### src/core/drive_io_pkg.sv
// Shared constants, register map and carrier types for drive I/O conditioning
package drive_io_pkg;

	// Timing
	localparam int CLK_PERIOD_NS = 20;
	localparam int HW_TICK_NS = 2000;
	localparam int HW_TICK_CYCLES = (HW_TICK_NS + CLK_PERIOD_NS - 1) / CLK_PERIOD_NS;
	localparam int SW_TICK_NS = 250000;
	localparam int SW_TICK_CYCLES = (SW_TICK_NS + CLK_PERIOD_NS - 1) / CLK_PERIOD_NS;
	localparam int VEL_SMOOTH_HZ = 10;
	// 2*pi*10 Hz / 4 kHz update is close to 1/64
	localparam logic [3:0] VEL_SMOOTH_SHIFT = 4'h6;

	// Data width
	localparam int DATA_W = 16;

	// Register byte offsets
	localparam logic [7:0] REG_CTRL_OFS = 8'h00;
	localparam logic [7:0] REG_DIN_FUNC_OFS = 8'h04;
	localparam logic [7:0] REG_AIN_BIAS_OFS = 8'h08;
	localparam logic [7:0] REG_THRESHOLD_A_OFS = 8'h0C;
	localparam logic [7:0] REG_AIN_BREAK_OFS = 8'h10;
	localparam logic [7:0] REG_AIN_CUR_SCALE_OFS = 8'h14;
	localparam logic [7:0] REG_AIN_VEL_SCALE_OFS = 8'h18;
	localparam logic [7:0] REG_AOUT_SELECT_OFS = 8'h1C;
	localparam logic [7:0] REG_AOUT_USER_OFS = 8'h20;
	localparam logic [7:0] REG_AOUT_SCALE_OFS = 8'h24;
	localparam logic [7:0] REG_STATUS_OFS = 8'h28;
	localparam logic [7:0] REG_AIN_FILTERED_VALUE_OFS = 8'h2C;
	localparam logic [7:0] REG_AOUT_PRESENT_VOLTAGE_OFS = 8'h30;

	// Field positions
	localparam int CTRL_SW_EN_BIT = 0;
	localparam int CTRL_SW_PERM_BIT = 1;
	localparam int CTRL_SRC_LSB = 2;
	localparam int CTRL_OPMODE_LSB = 4;
	localparam int DIN_FUNC_W = 5;

	// Reset values
	localparam logic [5:0] CTRL_RST = 6'h00;
	localparam logic [24:0] DIN_FUNC_RST = 25'h0000000;
	localparam logic [15:0] BIAS_RST = 16'h0000;
	localparam logic [15:0] THRESHOLD_RST = 16'h0000;
	localparam logic [3:0] BREAK_RST = 4'h4;
	localparam logic [15:0] SCALE_RST = 16'h0100;
	localparam logic [3:0] AOUT_SELECT_RST = 4'h0;
	localparam logic [15:0] AOUT_USER_RST = 16'h0000;

	// Command source and operating mode codes
	localparam logic [1:0] CMD_SRC_ANALOG = 2'h3;
	localparam logic [1:0] OPMODE_CURRENT = 2'h0;
	localparam logic [1:0] OPMODE_VELOCITY = 2'h1;

	// Input function codes; stop and limit functions are low active
	localparam logic [4:0] FUNC_NONE = 5'h00;
	localparam logic [4:0] FUNC_CTRL_STOP = 5'h0D;
	localparam logic [4:0] FUNC_QUICK_STOP = 5'h0F;
	localparam logic [4:0] FUNC_POS_LIMIT = 5'h12;
	localparam logic [4:0] FUNC_NEG_LIMIT = 5'h13;

	// Analog output source codes
	localparam logic [3:0] AOUT_USER = 4'h0;
	localparam logic [3:0] AOUT_VEL_FB = 4'h1;
	localparam logic [3:0] AOUT_VEL_ERR = 4'h2;
	localparam logic [3:0] AOUT_VEL_CMD = 4'h3;
	localparam logic [3:0] AOUT_CUR_ACT = 4'h4;
	localparam logic [3:0] AOUT_CUR_CMD = 4'h5;
	localparam logic [3:0] AOUT_POS_ACT = 4'h6;
	localparam logic [3:0] AOUT_POS_ERR = 4'h7;
	localparam logic [3:0] AOUT_TRIANGLE = 4'h8;
	localparam logic [3:0] AOUT_DEBUG = 4'h9;
	localparam logic [3:0] AOUT_VEL_RAW = 4'hA;
	localparam logic [3:0] AOUT_VEL_SMOOTH = 4'hB;

	// Triangle generator
	localparam logic signed [15:0] TRI_STEP = 16'sh0100;
	localparam logic signed [15:0] TRI_PEAK = 16'sh7F00;
	localparam logic signed [15:0] TRI_TROUGH = -16'sh7F00;

	typedef enum logic {TRI_UP = 1'b0, TRI_DOWN = 1'b1} tri_dir_t;

	typedef struct packed {
		logic [1:0] opmode;
		logic [1:0] cmd_source;
		logic sw_enable_permanent;
		logic sw_enable;
	} ctrl_t;

	typedef struct packed {
		logic signed [15:0] velocity_feedback;
		logic signed [15:0] velocity_error;
		logic signed [15:0] velocity_command;
		logic signed [15:0] current_actual;
		logic signed [15:0] current_command;
		logic signed [15:0] position_actual;
		logic signed [15:0] position_error;
		logic signed [15:0] velocity_feedback_raw;
	} drive_signals_t;

endpackage

### src/core/ain_lowpass.sv
// First-order low-pass filter with a shift-selected break point
`timescale 1ns/1ps
`default_nettype none
module ain_lowpass #(
	parameter int W = 16
) (
	input wire logic clk_i,
	input wire logic rst_i,
	input wire logic step_i,
	input wire logic [3:0] shift_i,
	input wire logic signed [W-1:0] x_i,
	output logic signed [W-1:0] y_o
);
	logic signed [W+15:0] acc_reg;
	logic signed [W+16:0] diff;

	// Error between input and state, with 16 fraction bits
	always_comb begin
		diff = (W+17)'($signed({x_i, 16'h0000})) - (W+17)'(acc_reg); // Keep the sign of x
	end

	// State moves by the error scaled down by 2^shift
	always_ff @(posedge clk_i) begin
		if (rst_i) begin
			acc_reg <= '0;
		end else if (step_i) begin
			acc_reg <= acc_reg + (W+16)'(diff >>> shift_i);
		end
	end

	assign y_o = acc_reg[W+15:16];
endmodule // ain_lowpass
`default_nettype wire

### src/core/drive_io_conditioning.sv
// Digital input sampling, output stage enable and analog I/O conditioning
//
// Notes on behaviour
// - Eight digital inputs; input eight is fixed to the output stage enable.
// - Inputs one and two are sampled by hardware every 2 us.
// - Inputs three to seven are sampled on the 250 us software tick.
// - After reset inputs three to seven have no function and trigger nothing.
// - Active level of each configurable input follows its assigned function.
// - Output stage enabled only with enable input high and safe torque off asserted.
// - Hardware enable is ANDed with a software enable that may be permanent.
// - Enable input low keeps the output stage disabled, no torque.
// - Analog input drives loop commands only when analog source is selected.
// - A configurable bias is added to the sampled analog input.
// - A configurable deadband suppresses noise at standstill.
// - Analog input is low-pass filtered with a configurable break point.
// - Readable value reports input after bias, deadband and filter.
// - Current mode scales by current per volt, velocity mode by velocity per volt.
// - Output select codes 1 to 7 and 10 pick the listed drive signals.
// - Output select zero presents the user written value.
// - Output scale factor applies only to select codes one, two and three.
// - Output select eight produces an internal triangle wave.
// - Output select nine routes a user chosen debug variable.
// - Output select eleven gives velocity feedback through a 10 Hz low-pass.
// - Readable value reports the voltage presently on the analog output.
//
// The address map and the Wishbone register port were decided locally.
`timescale 1ns/1ps
`default_nettype none
module drive_io_conditioning
	import drive_io_pkg::*;
#(
	parameter int SW_TICK_LEN = SW_TICK_CYCLES
) (
	input wire logic clk_i,
	input wire logic rst_i,
	input wire logic wb_cyc_i,
	input wire logic wb_stb_i,
	input wire logic wb_we_i,
	input wire logic [7:0] wb_adr_i,
	input wire logic [3:0] wb_sel_i,
	input wire logic [31:0] wb_dat_i,
	output logic [31:0] wb_dat_o,
	output logic wb_ack_o,
	input wire logic [7:0] din_i,
	input wire logic safe_torque_off_in_i,
	input wire logic signed [15:0] ain_sample_i,
	input wire drive_signals_t drive_i,
	input wire logic [3:0][15:0] debug_vars_i,
	output logic [1:0] fast_din_o,
	output logic [4:0] din_func_active_o,
	output logic stage_enable_o,
	output logic cmd_valid_o,
	output logic signed [15:0] current_command_o,
	output logic signed [15:0] velocity_command_o,
	output logic signed [15:0] ain_filtered_value_o,
	output logic signed [15:0] aout_present_voltage_o
);
	localparam int SW_CNT_W = $clog2(SW_TICK_LEN);

	////////////////////////////////////////////////////////////////////////////
	// Helper functions

	// Clamp a wide signed value into 16 bits
	function automatic logic signed [15:0] sat16(input logic signed [31:0] v);
		if (v > 32'sd32767) begin
			return 16'sh7FFF;
		end else if (v < -32'sd32768) begin
			return 16'sh8000;
		end
		return v[15:0];
	endfunction

	// Multiply by an 8.8 fixed point factor
	function automatic logic signed [15:0] scale_q8(input logic signed [15:0] x,
			input logic signed [15:0] k);
		logic signed [31:0] p;
		p = x * k;
		return sat16(p >>> 8);
	endfunction

	// Byte-lane merge of a Wishbone write
	function automatic logic [31:0] wb_merge(input logic [31:0] old, input logic [31:0] d,
			input logic [3:0] sel);
		logic [31:0] r;
		r = old;
		for (int b = 0; b < 4; b++) begin
			if (sel[b]) begin
				r[8*b +: 8] = d[8*b +: 8];
			end
		end
		return r;
	endfunction

	// Functions that act on a low input level
	function automatic logic func_low_active(input logic [4:0] f);
		return (f == FUNC_CTRL_STOP) || (f == FUNC_QUICK_STOP) ||
			(f == FUNC_POS_LIMIT) || (f == FUNC_NEG_LIMIT);
	endfunction

	////////////////////////////////////////////////////////////////////////////
	// Registers

	ctrl_t ctrl_reg;
	logic [4:0][4:0] din_function_reg;
	logic signed [15:0] ain_bias_reg;
	logic [15:0] threshold_a_reg;
	logic [3:0] ain_lowpass_break_reg;
	logic signed [15:0] ain_current_per_volt_reg;
	logic signed [15:0] ain_velocity_per_volt_reg;
	logic [3:0] aout_source_select_reg;
	logic signed [15:0] aout_user_value_reg;
	logic signed [15:0] aout_scale_factor_reg;
	logic [31:0] rd_word;
	logic [31:0] wr_word;
	logic [31:0] wb_dat_reg;
	logic wb_ack_reg;
	logic wb_req;

	logic [6:0] hw_cnt_reg;
	logic hw_tick_reg;
	logic [SW_CNT_W-1:0] sw_cnt_reg;
	logic sw_tick_reg;
	logic [1:0] fast_din_reg;
	logic [4:0] slow_din_reg;
	logic [4:0] din_func_reg;
	logic enable_in_reg;
	logic stage_enable_reg;
	logic signed [15:0] biased;
	logic signed [16:0] biased_wide;
	logic signed [16:0] biased_mag;
	logic signed [15:0] deadbanded;
	logic signed [15:0] ain_lp;
	logic signed [15:0] vel_smooth;
	logic signed [15:0] ain_filtered_value_reg;
	logic cmd_valid_reg;
	logic signed [15:0] current_cmd_reg;
	logic signed [15:0] velocity_cmd_reg;
	tri_dir_t tri_dir_reg;
	logic signed [15:0] tri_reg;
	logic signed [15:0] aout_next;
	logic signed [15:0] aout_reg;

	////////////////////////////////////////////////////////////////////////////
	// Wishbone slave

	assign wb_req = wb_cyc_i && wb_stb_i;

	// Read view of the map, unmapped reads as zero
	always_comb begin
		rd_word = 32'h00000000;
		case (wb_adr_i)
			REG_CTRL_OFS: rd_word = 32'(ctrl_reg);
			REG_DIN_FUNC_OFS: rd_word = 32'(din_function_reg);
			REG_AIN_BIAS_OFS: rd_word = {16'h0000, ain_bias_reg};
			REG_THRESHOLD_A_OFS: rd_word = {16'h0000, threshold_a_reg};
			REG_AIN_BREAK_OFS: rd_word = {28'h0000000, ain_lowpass_break_reg};
			REG_AIN_CUR_SCALE_OFS: rd_word = {16'h0000, ain_current_per_volt_reg};
			REG_AIN_VEL_SCALE_OFS: rd_word = {16'h0000, ain_velocity_per_volt_reg};
			REG_AOUT_SELECT_OFS: rd_word = {28'h0000000, aout_source_select_reg};
			REG_AOUT_USER_OFS: rd_word = {16'h0000, aout_user_value_reg};
			REG_AOUT_SCALE_OFS: rd_word = {16'h0000, aout_scale_factor_reg};
			REG_STATUS_OFS: rd_word = {18'h00000, stage_enable_reg, din_func_reg,
				slow_din_reg, fast_din_reg, enable_in_reg};
			REG_AIN_FILTERED_VALUE_OFS: rd_word = {16'h0000, ain_filtered_value_reg};
			REG_AOUT_PRESENT_VOLTAGE_OFS: rd_word = {16'h0000, aout_reg};
			default: rd_word = 32'h00000000;
		endcase
	end

	assign wr_word = wb_merge(rd_word, wb_dat_i, wb_sel_i);

	// Ack one cycle after the request, dropped the cycle after
	always_ff @(posedge clk_i) begin
		if (rst_i) begin
			wb_ack_reg <= 1'b0;
			wb_dat_reg <= 32'h00000000;
		end else begin
			wb_ack_reg <= wb_req && !wb_ack_reg;
			if (wb_req && !wb_ack_reg) begin
				wb_dat_reg <= rd_word;
			end
		end
	end

	// Writes land on the edge where the master samples ack
	always_ff @(posedge clk_i) begin
		if (rst_i) begin
			ctrl_reg <= CTRL_RST;
			din_function_reg <= DIN_FUNC_RST;
			ain_bias_reg <= BIAS_RST;
			threshold_a_reg <= THRESHOLD_RST;
			ain_lowpass_break_reg <= BREAK_RST;
			ain_current_per_volt_reg <= SCALE_RST;
			ain_velocity_per_volt_reg <= SCALE_RST;
			aout_source_select_reg <= AOUT_SELECT_RST;
			aout_user_value_reg <= AOUT_USER_RST;
			aout_scale_factor_reg <= SCALE_RST;
		end else if (wb_req && wb_we_i && wb_ack_reg) begin
			case (wb_adr_i)
				REG_CTRL_OFS: ctrl_reg <= wr_word[5:0];
				REG_DIN_FUNC_OFS: din_function_reg <= wr_word[24:0];
				REG_AIN_BIAS_OFS: ain_bias_reg <= wr_word[15:0];
				REG_THRESHOLD_A_OFS: threshold_a_reg <= wr_word[15:0];
				REG_AIN_BREAK_OFS: ain_lowpass_break_reg <= wr_word[3:0];
				REG_AIN_CUR_SCALE_OFS: ain_current_per_volt_reg <= wr_word[15:0];
				REG_AIN_VEL_SCALE_OFS: ain_velocity_per_volt_reg <= wr_word[15:0];
				REG_AOUT_SELECT_OFS: aout_source_select_reg <= wr_word[3:0];
				REG_AOUT_USER_OFS: aout_user_value_reg <= wr_word[15:0];
				REG_AOUT_SCALE_OFS: aout_scale_factor_reg <= wr_word[15:0];
				default: ;
			endcase
		end
	end

	////////////////////////////////////////////////////////////////////////////
	// Sampling ticks

	// Hardware tick every 2 us
	always_ff @(posedge clk_i) begin
		if (rst_i) begin
			hw_cnt_reg <= 7'h00;
			hw_tick_reg <= 1'b0;
		end else begin
			hw_tick_reg <= (hw_cnt_reg == 7'(HW_TICK_CYCLES - 1));
			hw_cnt_reg <= (hw_cnt_reg == 7'(HW_TICK_CYCLES - 1)) ? 7'h00 : hw_cnt_reg + 7'h01;
		end
	end

	// Software tick every 250 us
	always_ff @(posedge clk_i) begin
		if (rst_i) begin
			sw_cnt_reg <= '0;
			sw_tick_reg <= 1'b0;
		end else begin
			sw_tick_reg <= (sw_cnt_reg == SW_CNT_W'(SW_TICK_LEN - 1));
			if (sw_cnt_reg == SW_CNT_W'(SW_TICK_LEN - 1)) begin
				sw_cnt_reg <= '0;
			end else begin
				sw_cnt_reg <= sw_cnt_reg + SW_CNT_W'(1);
			end
		end
	end

	////////////////////////////////////////////////////////////////////////////
	// Digital inputs

	// Fast pair on the hardware tick, slow group held per software tick
	always_ff @(posedge clk_i) begin
		if (rst_i) begin
			fast_din_reg <= 2'h0;
			slow_din_reg <= 5'h00;
		end else begin
			if (hw_tick_reg) begin
				fast_din_reg <= din_i[1:0];
			end
			if (sw_tick_reg) begin
				slow_din_reg <= din_i[6:2];
			end
		end
	end

	// Function activity with polarity set by the function
	always_ff @(posedge clk_i) begin
		if (rst_i) begin
			din_func_reg <= 5'h00;
		end else begin
			for (int i = 0; i < 5; i++) begin
				din_func_reg[i] <= (din_function_reg[i] != FUNC_NONE) &&
					(slow_din_reg[i] ^ func_low_active(din_function_reg[i]));
			end
		end
	end

	// Input eight goes straight to the enable gate
	always_ff @(posedge clk_i) begin
		if (rst_i) begin
			enable_in_reg <= 1'b0;
			stage_enable_reg <= 1'b0;
		end else begin
			enable_in_reg <= din_i[7];
			stage_enable_reg <= din_i[7] && safe_torque_off_in_i &&
				(ctrl_reg.sw_enable || ctrl_reg.sw_enable_permanent);
		end
	end

	////////////////////////////////////////////////////////////////////////////
	// Analog input chain

	// Bias then deadband
	always_comb begin
		biased = sat16(32'(ain_sample_i) + 32'(ain_bias_reg));
		biased_wide = 17'(biased);
		biased_mag = (biased_wide < 0) ? -biased_wide : biased_wide;
		deadbanded = (biased_mag < $signed({1'b0, threshold_a_reg})) ? 16'sh0000 : biased;
	end

	ain_lowpass #(
		.W(DATA_W)
	) ain_filter (
		.clk_i(clk_i),
		.rst_i(rst_i),
		.step_i(sw_tick_reg),
		.shift_i(ain_lowpass_break_reg),
		.x_i(deadbanded),
		.y_o(ain_lp)
	);

	// Commands to the loops, only from the analog source
	always_ff @(posedge clk_i) begin
		if (rst_i) begin
			ain_filtered_value_reg <= 16'sh0000;
			cmd_valid_reg <= 1'b0;
			current_cmd_reg <= 16'sh0000;
			velocity_cmd_reg <= 16'sh0000;
		end else begin
			ain_filtered_value_reg <= ain_lp;
			cmd_valid_reg <= (ctrl_reg.cmd_source == CMD_SRC_ANALOG);
			current_cmd_reg <= 16'sh0000;
			velocity_cmd_reg <= 16'sh0000;
			if (ctrl_reg.cmd_source == CMD_SRC_ANALOG) begin
				if (ctrl_reg.opmode == OPMODE_CURRENT) begin
					current_cmd_reg <= scale_q8(ain_lp, ain_current_per_volt_reg);
				end else if (ctrl_reg.opmode == OPMODE_VELOCITY) begin
					velocity_cmd_reg <= scale_q8(ain_lp, ain_velocity_per_volt_reg);
				end
			end
		end
	end

	////////////////////////////////////////////////////////////////////////////
	// Analog output

	ain_lowpass #(
		.W(DATA_W)
	) vel_filter (
		.clk_i(clk_i),
		.rst_i(rst_i),
		.step_i(sw_tick_reg),
		.shift_i(VEL_SMOOTH_SHIFT),
		.x_i(drive_i.velocity_feedback),
		.y_o(vel_smooth)
	);

	// Triangle stepped on the hardware tick
	always_ff @(posedge clk_i) begin
		if (rst_i) begin
			tri_dir_reg <= TRI_UP;
			tri_reg <= 16'sh0000;
		end else if (hw_tick_reg) begin
			unique case (tri_dir_reg)
				TRI_UP: begin
					tri_reg <= tri_reg + TRI_STEP;
					if (tri_reg + TRI_STEP >= TRI_PEAK) begin
						tri_dir_reg <= TRI_DOWN;
					end
				end
				TRI_DOWN: begin
					tri_reg <= tri_reg - TRI_STEP;
					if (tri_reg - TRI_STEP <= TRI_TROUGH) begin
						tri_dir_reg <= TRI_UP;
					end
				end
			endcase
		end
	end

	// Source selection
	always_comb begin
		unique case (aout_source_select_reg)
			AOUT_USER: aout_next = aout_user_value_reg;
			AOUT_VEL_FB: aout_next = scale_q8(drive_i.velocity_feedback, aout_scale_factor_reg);
			AOUT_VEL_ERR: aout_next = scale_q8(drive_i.velocity_error, aout_scale_factor_reg);
			AOUT_VEL_CMD: aout_next = scale_q8(drive_i.velocity_command, aout_scale_factor_reg);
			AOUT_CUR_ACT: aout_next = drive_i.current_actual;
			AOUT_CUR_CMD: aout_next = drive_i.current_command;
			AOUT_POS_ACT: aout_next = drive_i.position_actual;
			AOUT_POS_ERR: aout_next = drive_i.position_error;
			AOUT_TRIANGLE: aout_next = tri_reg;
			AOUT_DEBUG: aout_next = debug_vars_i[aout_user_value_reg[1:0]];
			AOUT_VEL_RAW: aout_next = drive_i.velocity_feedback_raw;
			AOUT_VEL_SMOOTH: aout_next = vel_smooth;
			default: aout_next = 16'sh0000;
		endcase
	end

	// Present output value
	always_ff @(posedge clk_i) begin
		if (rst_i) begin
			aout_reg <= 16'sh0000;
		end else begin
			aout_reg <= aout_next;
		end
	end

	////////////////////////////////////////////////////////////////////////////
	// Outputs

	assign wb_dat_o = wb_dat_reg;
	assign wb_ack_o = wb_ack_reg;
	assign fast_din_o = fast_din_reg;
	assign din_func_active_o = din_func_reg;
	assign stage_enable_o = stage_enable_reg;
	assign cmd_valid_o = cmd_valid_reg;
	assign current_command_o = current_cmd_reg;
	assign velocity_command_o = velocity_cmd_reg;
	assign ain_filtered_value_o = ain_filtered_value_reg;
	assign aout_present_voltage_o = aout_reg;
endmodule // drive_io_conditioning
`default_nettype wire

### config.mk
export PLATFORM = sky130hd
export DESIGN_NAME = drive_io_conditioning
export DESIGN_NICKNAME = d
export VERILOG_FILES = /design/src/core/drive_io_pkg.sv /design/src/core/ain_lowpass.sv /design/src/core/drive_io_conditioning.sv
export SDC_FILE = /design/constraint.sdc
export NUM_CORES = 2
export LEC_CHECK = 0
export ABC_AREA = 1
export BUFFER_PORTS_ARGS = -buffer_cell sky130_fd_sc_hd__buf_2
export CAP_MARGIN = 20
export CORE_MARGIN = 8
export CORE_UTILIZATION = 50
export CTS_BUF_LIST = sky130_fd_sc_hd__clkbuf_16
export DETAILED_ROUTE_END_ITERATION = 8
export GPL_TIMING_DRIVEN = 0
export PLACE_DENSITY = 0.67
export SLEW_MARGIN = 40
export SYNTH_ARGS = -nofsm -noshare
export SYNTH_HDL_FRONTEND = slang
export SYNTH_SLANG_ARGS = --single-unit
### constraint.sdc
create_clock -name clk_i -period 9.02 [get_ports clk_i]
set_input_delay 0.902 -clock clk_i [delete_from_list [all_inputs] [get_ports clk_i]]
set_output_delay 0.902 -clock clk_i [all_outputs]
set_load 0.02 [all_outputs]
==> flow_summary.yaml <==
status:
  status: "finished, final reports clean"
place:
  placed_area_sq_mm: 0.08122
  gp_congestion: 1.063
  io_buffers: 351
  hpwl_microns: 254200
power:
  pwr-share-clk: 0.385
  p_sw_frac: 0.3619
  internal-power_mw: 2.737
  p_switching_mw: 1.552
  power_density_mw_per_mm2: 51.72
  leakage_nw: 43.29
  combPwrFrac: 0.267
  ir_drop_uv: 121.7
  seqPwrFrac: 0.348
synthesis:
  synth-edff-count: 0
  syn_inst: 10660
  ys_seq_area_frac: 0.08775
  synth_ff_type: "dfxtp_1"
  yosys.cell_count.top_type: "inv_1"
  netlist_area_sq_mm: 0.07666
  async_flop_share: 0
  avgSynthCellArea_sq_um: 7.188
  yosys_register_bits: 336
  yosysWarnings: 0
  synth_area_leader_cell: "fa_1"
  synth_top_area_frac: 0.3416
  ys_top_cells_by_count: "2706 x inv_1, 2605 x nand2_1, 1308 x fa_1"
  yosys-top-cells-area: "fa_1 34%, inv_1 13%, nand2_1 13%, dfxtp_1 8.8%, ha_1 8.7%"
  synth_cell_types: 72
drt:
  wirelength_microns: 298200
  ant_nets: 0
  wire_per_inst_microns: 22.67
  drt_first_iter_violations: 7177
  route.detailed.drc: 0
  drt_first_pass_iters: 6
  vias: 72380
  vias_per_cell: 5.501
clock_network:
  ctsRootBufferMaster: "clkbuf_16"
  clockBufferDepth: 3
  numCtsBuffers: 40
  clock_latency_ps: 640
  cts.clk_slew.worst_paths_ps: 70
  clock_sinks: 336
  cts_tree: "done"
  cts-htree-levels: 2
  cts_hold_buf: 0
setup_path:
  r2r_slack_ps: 420
  max_stage_delay_ps: 680
  cp-endpoint: "aout_present_voltage_o[14]$_SDFF_PP0_"
  crit_top_cell: "fa_1"
  path_max_fanout: 13
  cp-end-kind: "flip-flop"
  reg2reg_from: "aout_scale_factor_reg[15]$_SDFFE_PP0P_"
  start_kind: "flip-flop"
  reg2regPathDepth: 27
  required_ps: 9520
  startpoint: "aout_scale_factor_reg[15]$_SDFFE_PP0P_"
  crit_arrival_ps: 9100
  slowest_stage: "buf_2"
  crit_type: "reg -> reg"
  r2r_end: "aout_present_voltage_o[14]$_SDFF_PP0_"
floorplanning:
  die_x_microns: 407.6
  rows: 143
  start_util: 0.5040
  die_h_microns: 407.6
  fp.coreArea_sq_mm: 0.1521
  ios: 372
  die_area_sq_mm: 0.1661
sta:
  period_share: 0.9540
  finalHoldViolCount: 0
  fmax_ghz: 0.1162
  max_slew_margin: 0.3731
  finClkSkew_ps: 52.03
  min_period_ps: 8605
  maxSlewViolCount: 0
  setup_viol_count_final: 0
  tightest_slew_ps: 937.6
global_route:
  grt_pass1_wl_microns: 445500
  grt_use_total: 0.3511
  grt_pass1_vias: 72760
  grt_max_degree: 14
  overflow: 0
  antenna_found_initial: 30
job:
  drv_cap: 0
final_layout:
  fillers: 15160
  fin_area_sq_mm: 0.08293
  final_core_util: 0.5453
  drive_above_1_share: 0.06947
  final_nets: 13190
  area_growth_pct: 8.182
worst_hold_path:
  hold_path_startpoint: "hw_cnt_reg[0]$_SDFF_PP0_"
  hold_path.class: "reg -> reg"
==> worst min-delay path by stage <==
stage	to	slack, ps	cells after the start
CTS	hw_cnt_reg[0]$_SDFF_PP0_	450	1
global route	sw_cnt_reg[0]$_SDFF_PP0_	470	1
detailed placement	hw_cnt_reg[0]$_SDFF_PP0_	440	1
floorplan	hw_cnt_reg[0]$_SDFF_PP0_	420	1
global placement	hw_cnt_reg[0]$_SDFF_PP0_	430	1
finish	hw_cnt_reg[0]$_SDFF_PP0_	450	1
==> metrics by stage <==
stage	TNS, ps	std cells	worst slack, ps	power (mW)	hold slack [ps]
finish	0	13160	415.2	4.289	445.4
global route	-179.9	13150	-52.60	4.458	470.9
CTS	-6.862	13130	-6.862	4.236	451.6
detailed placement	-17020	13060	-1298	2.602	438.4
global placement	-17220	13050	-1336	2.594	429.1
floorplan	0	10670	1119	2.211	417.5
==> logic make-up after synthesis <==
family	synth area share
DFF	0.08775
adders and majority gates	0.4291
xor gates and xnor gates	0.02786
AOI/OAI and AO/OA	0.09570
other	0.00004892
buffers and inverters	0.1553
and+or+nand+nor	0.2030
muxes	0.001306
==> critical path: cells and delay by family, from the launching register on <==
family / cells / cell delay [ps]
flip-flops: 1 / 310
adder cells (fa/ha/maj): 7 / 3270
AO/OA/AOI/OAI: 4 / 970
buffers and inverters: 6 / 1980
AND/OR/NAND/NOR: 10 / 1920
==> power by group through the flow <==
stage | sequential (mW) | clock, mW | combinational, mW
3_5_place_dp | 1.53 | 0 | 1.08
4_1_cts | 1.49 | 1.66 | 1.09
5_1_grt | 1.49 | 1.72 | 1.25
2_1_floorplan | 1.53 | 0 | 0.683
6_report | 1.49 | 1.65 | 1.15
3_3_place_gp | 1.53 | 0 | 1.07
==> per-layer routing <==
layer / track usage / vias up / wire (microns)
met5: 0 / - / 213
met4: 0.1550 / 26 / 16500
met1: 0.4627 / 35150 / 118500
met3: 0.1157 / 781 / 37380
met2: 0.5275 / 3726 / 125600
li1: - / 32700 / -
==> layout make-up <==
class,count,area (sq um),share of cell area
clock inverter,32,284.0,0.003425
inverter,2730,10250,0.1236
multi-input combinational,7207,58410,0.7044
tap,2030,2540,0.03063
clock buffer,40,1001,0.01207
buffer,395,1734,0.02091
sequential,336,6728,0.08113
antenna,15,37.54,0.0004526
timing repair buffer,373,1943,0.02343
==> placed cells by master (no fill, tap or decap), drive strengths merged, types with 14 or more instances in the layout <==
cell type	n
inv	2734
nand2	2644
fa	1308
nor2	575
a21oi	546
ha	536
buf	446
o21ai	442
clkbuf	362
nand3	357
dfxtp	336
xor2	140
xnor2	103
nor3	71
nand4	67
or2	58
a221oi	51
a31oi	38
o21bai	34
o22ai	32
nor4	25
a21o	23
o211ai	23
clkinv	23
o21a	18
diode	15
a211oi	14
==> what timing repair did <==
action | in CTS | in global routing
buffers inserted | 0 | 16
resized for setup | 11 | 53
pin swaps | 1 | 15
endpoints found under the setup margin | 18 | 28
endpoints found under the hold margin | 0 | 0
Note: power is estimated with default switching activity, not from simulation.
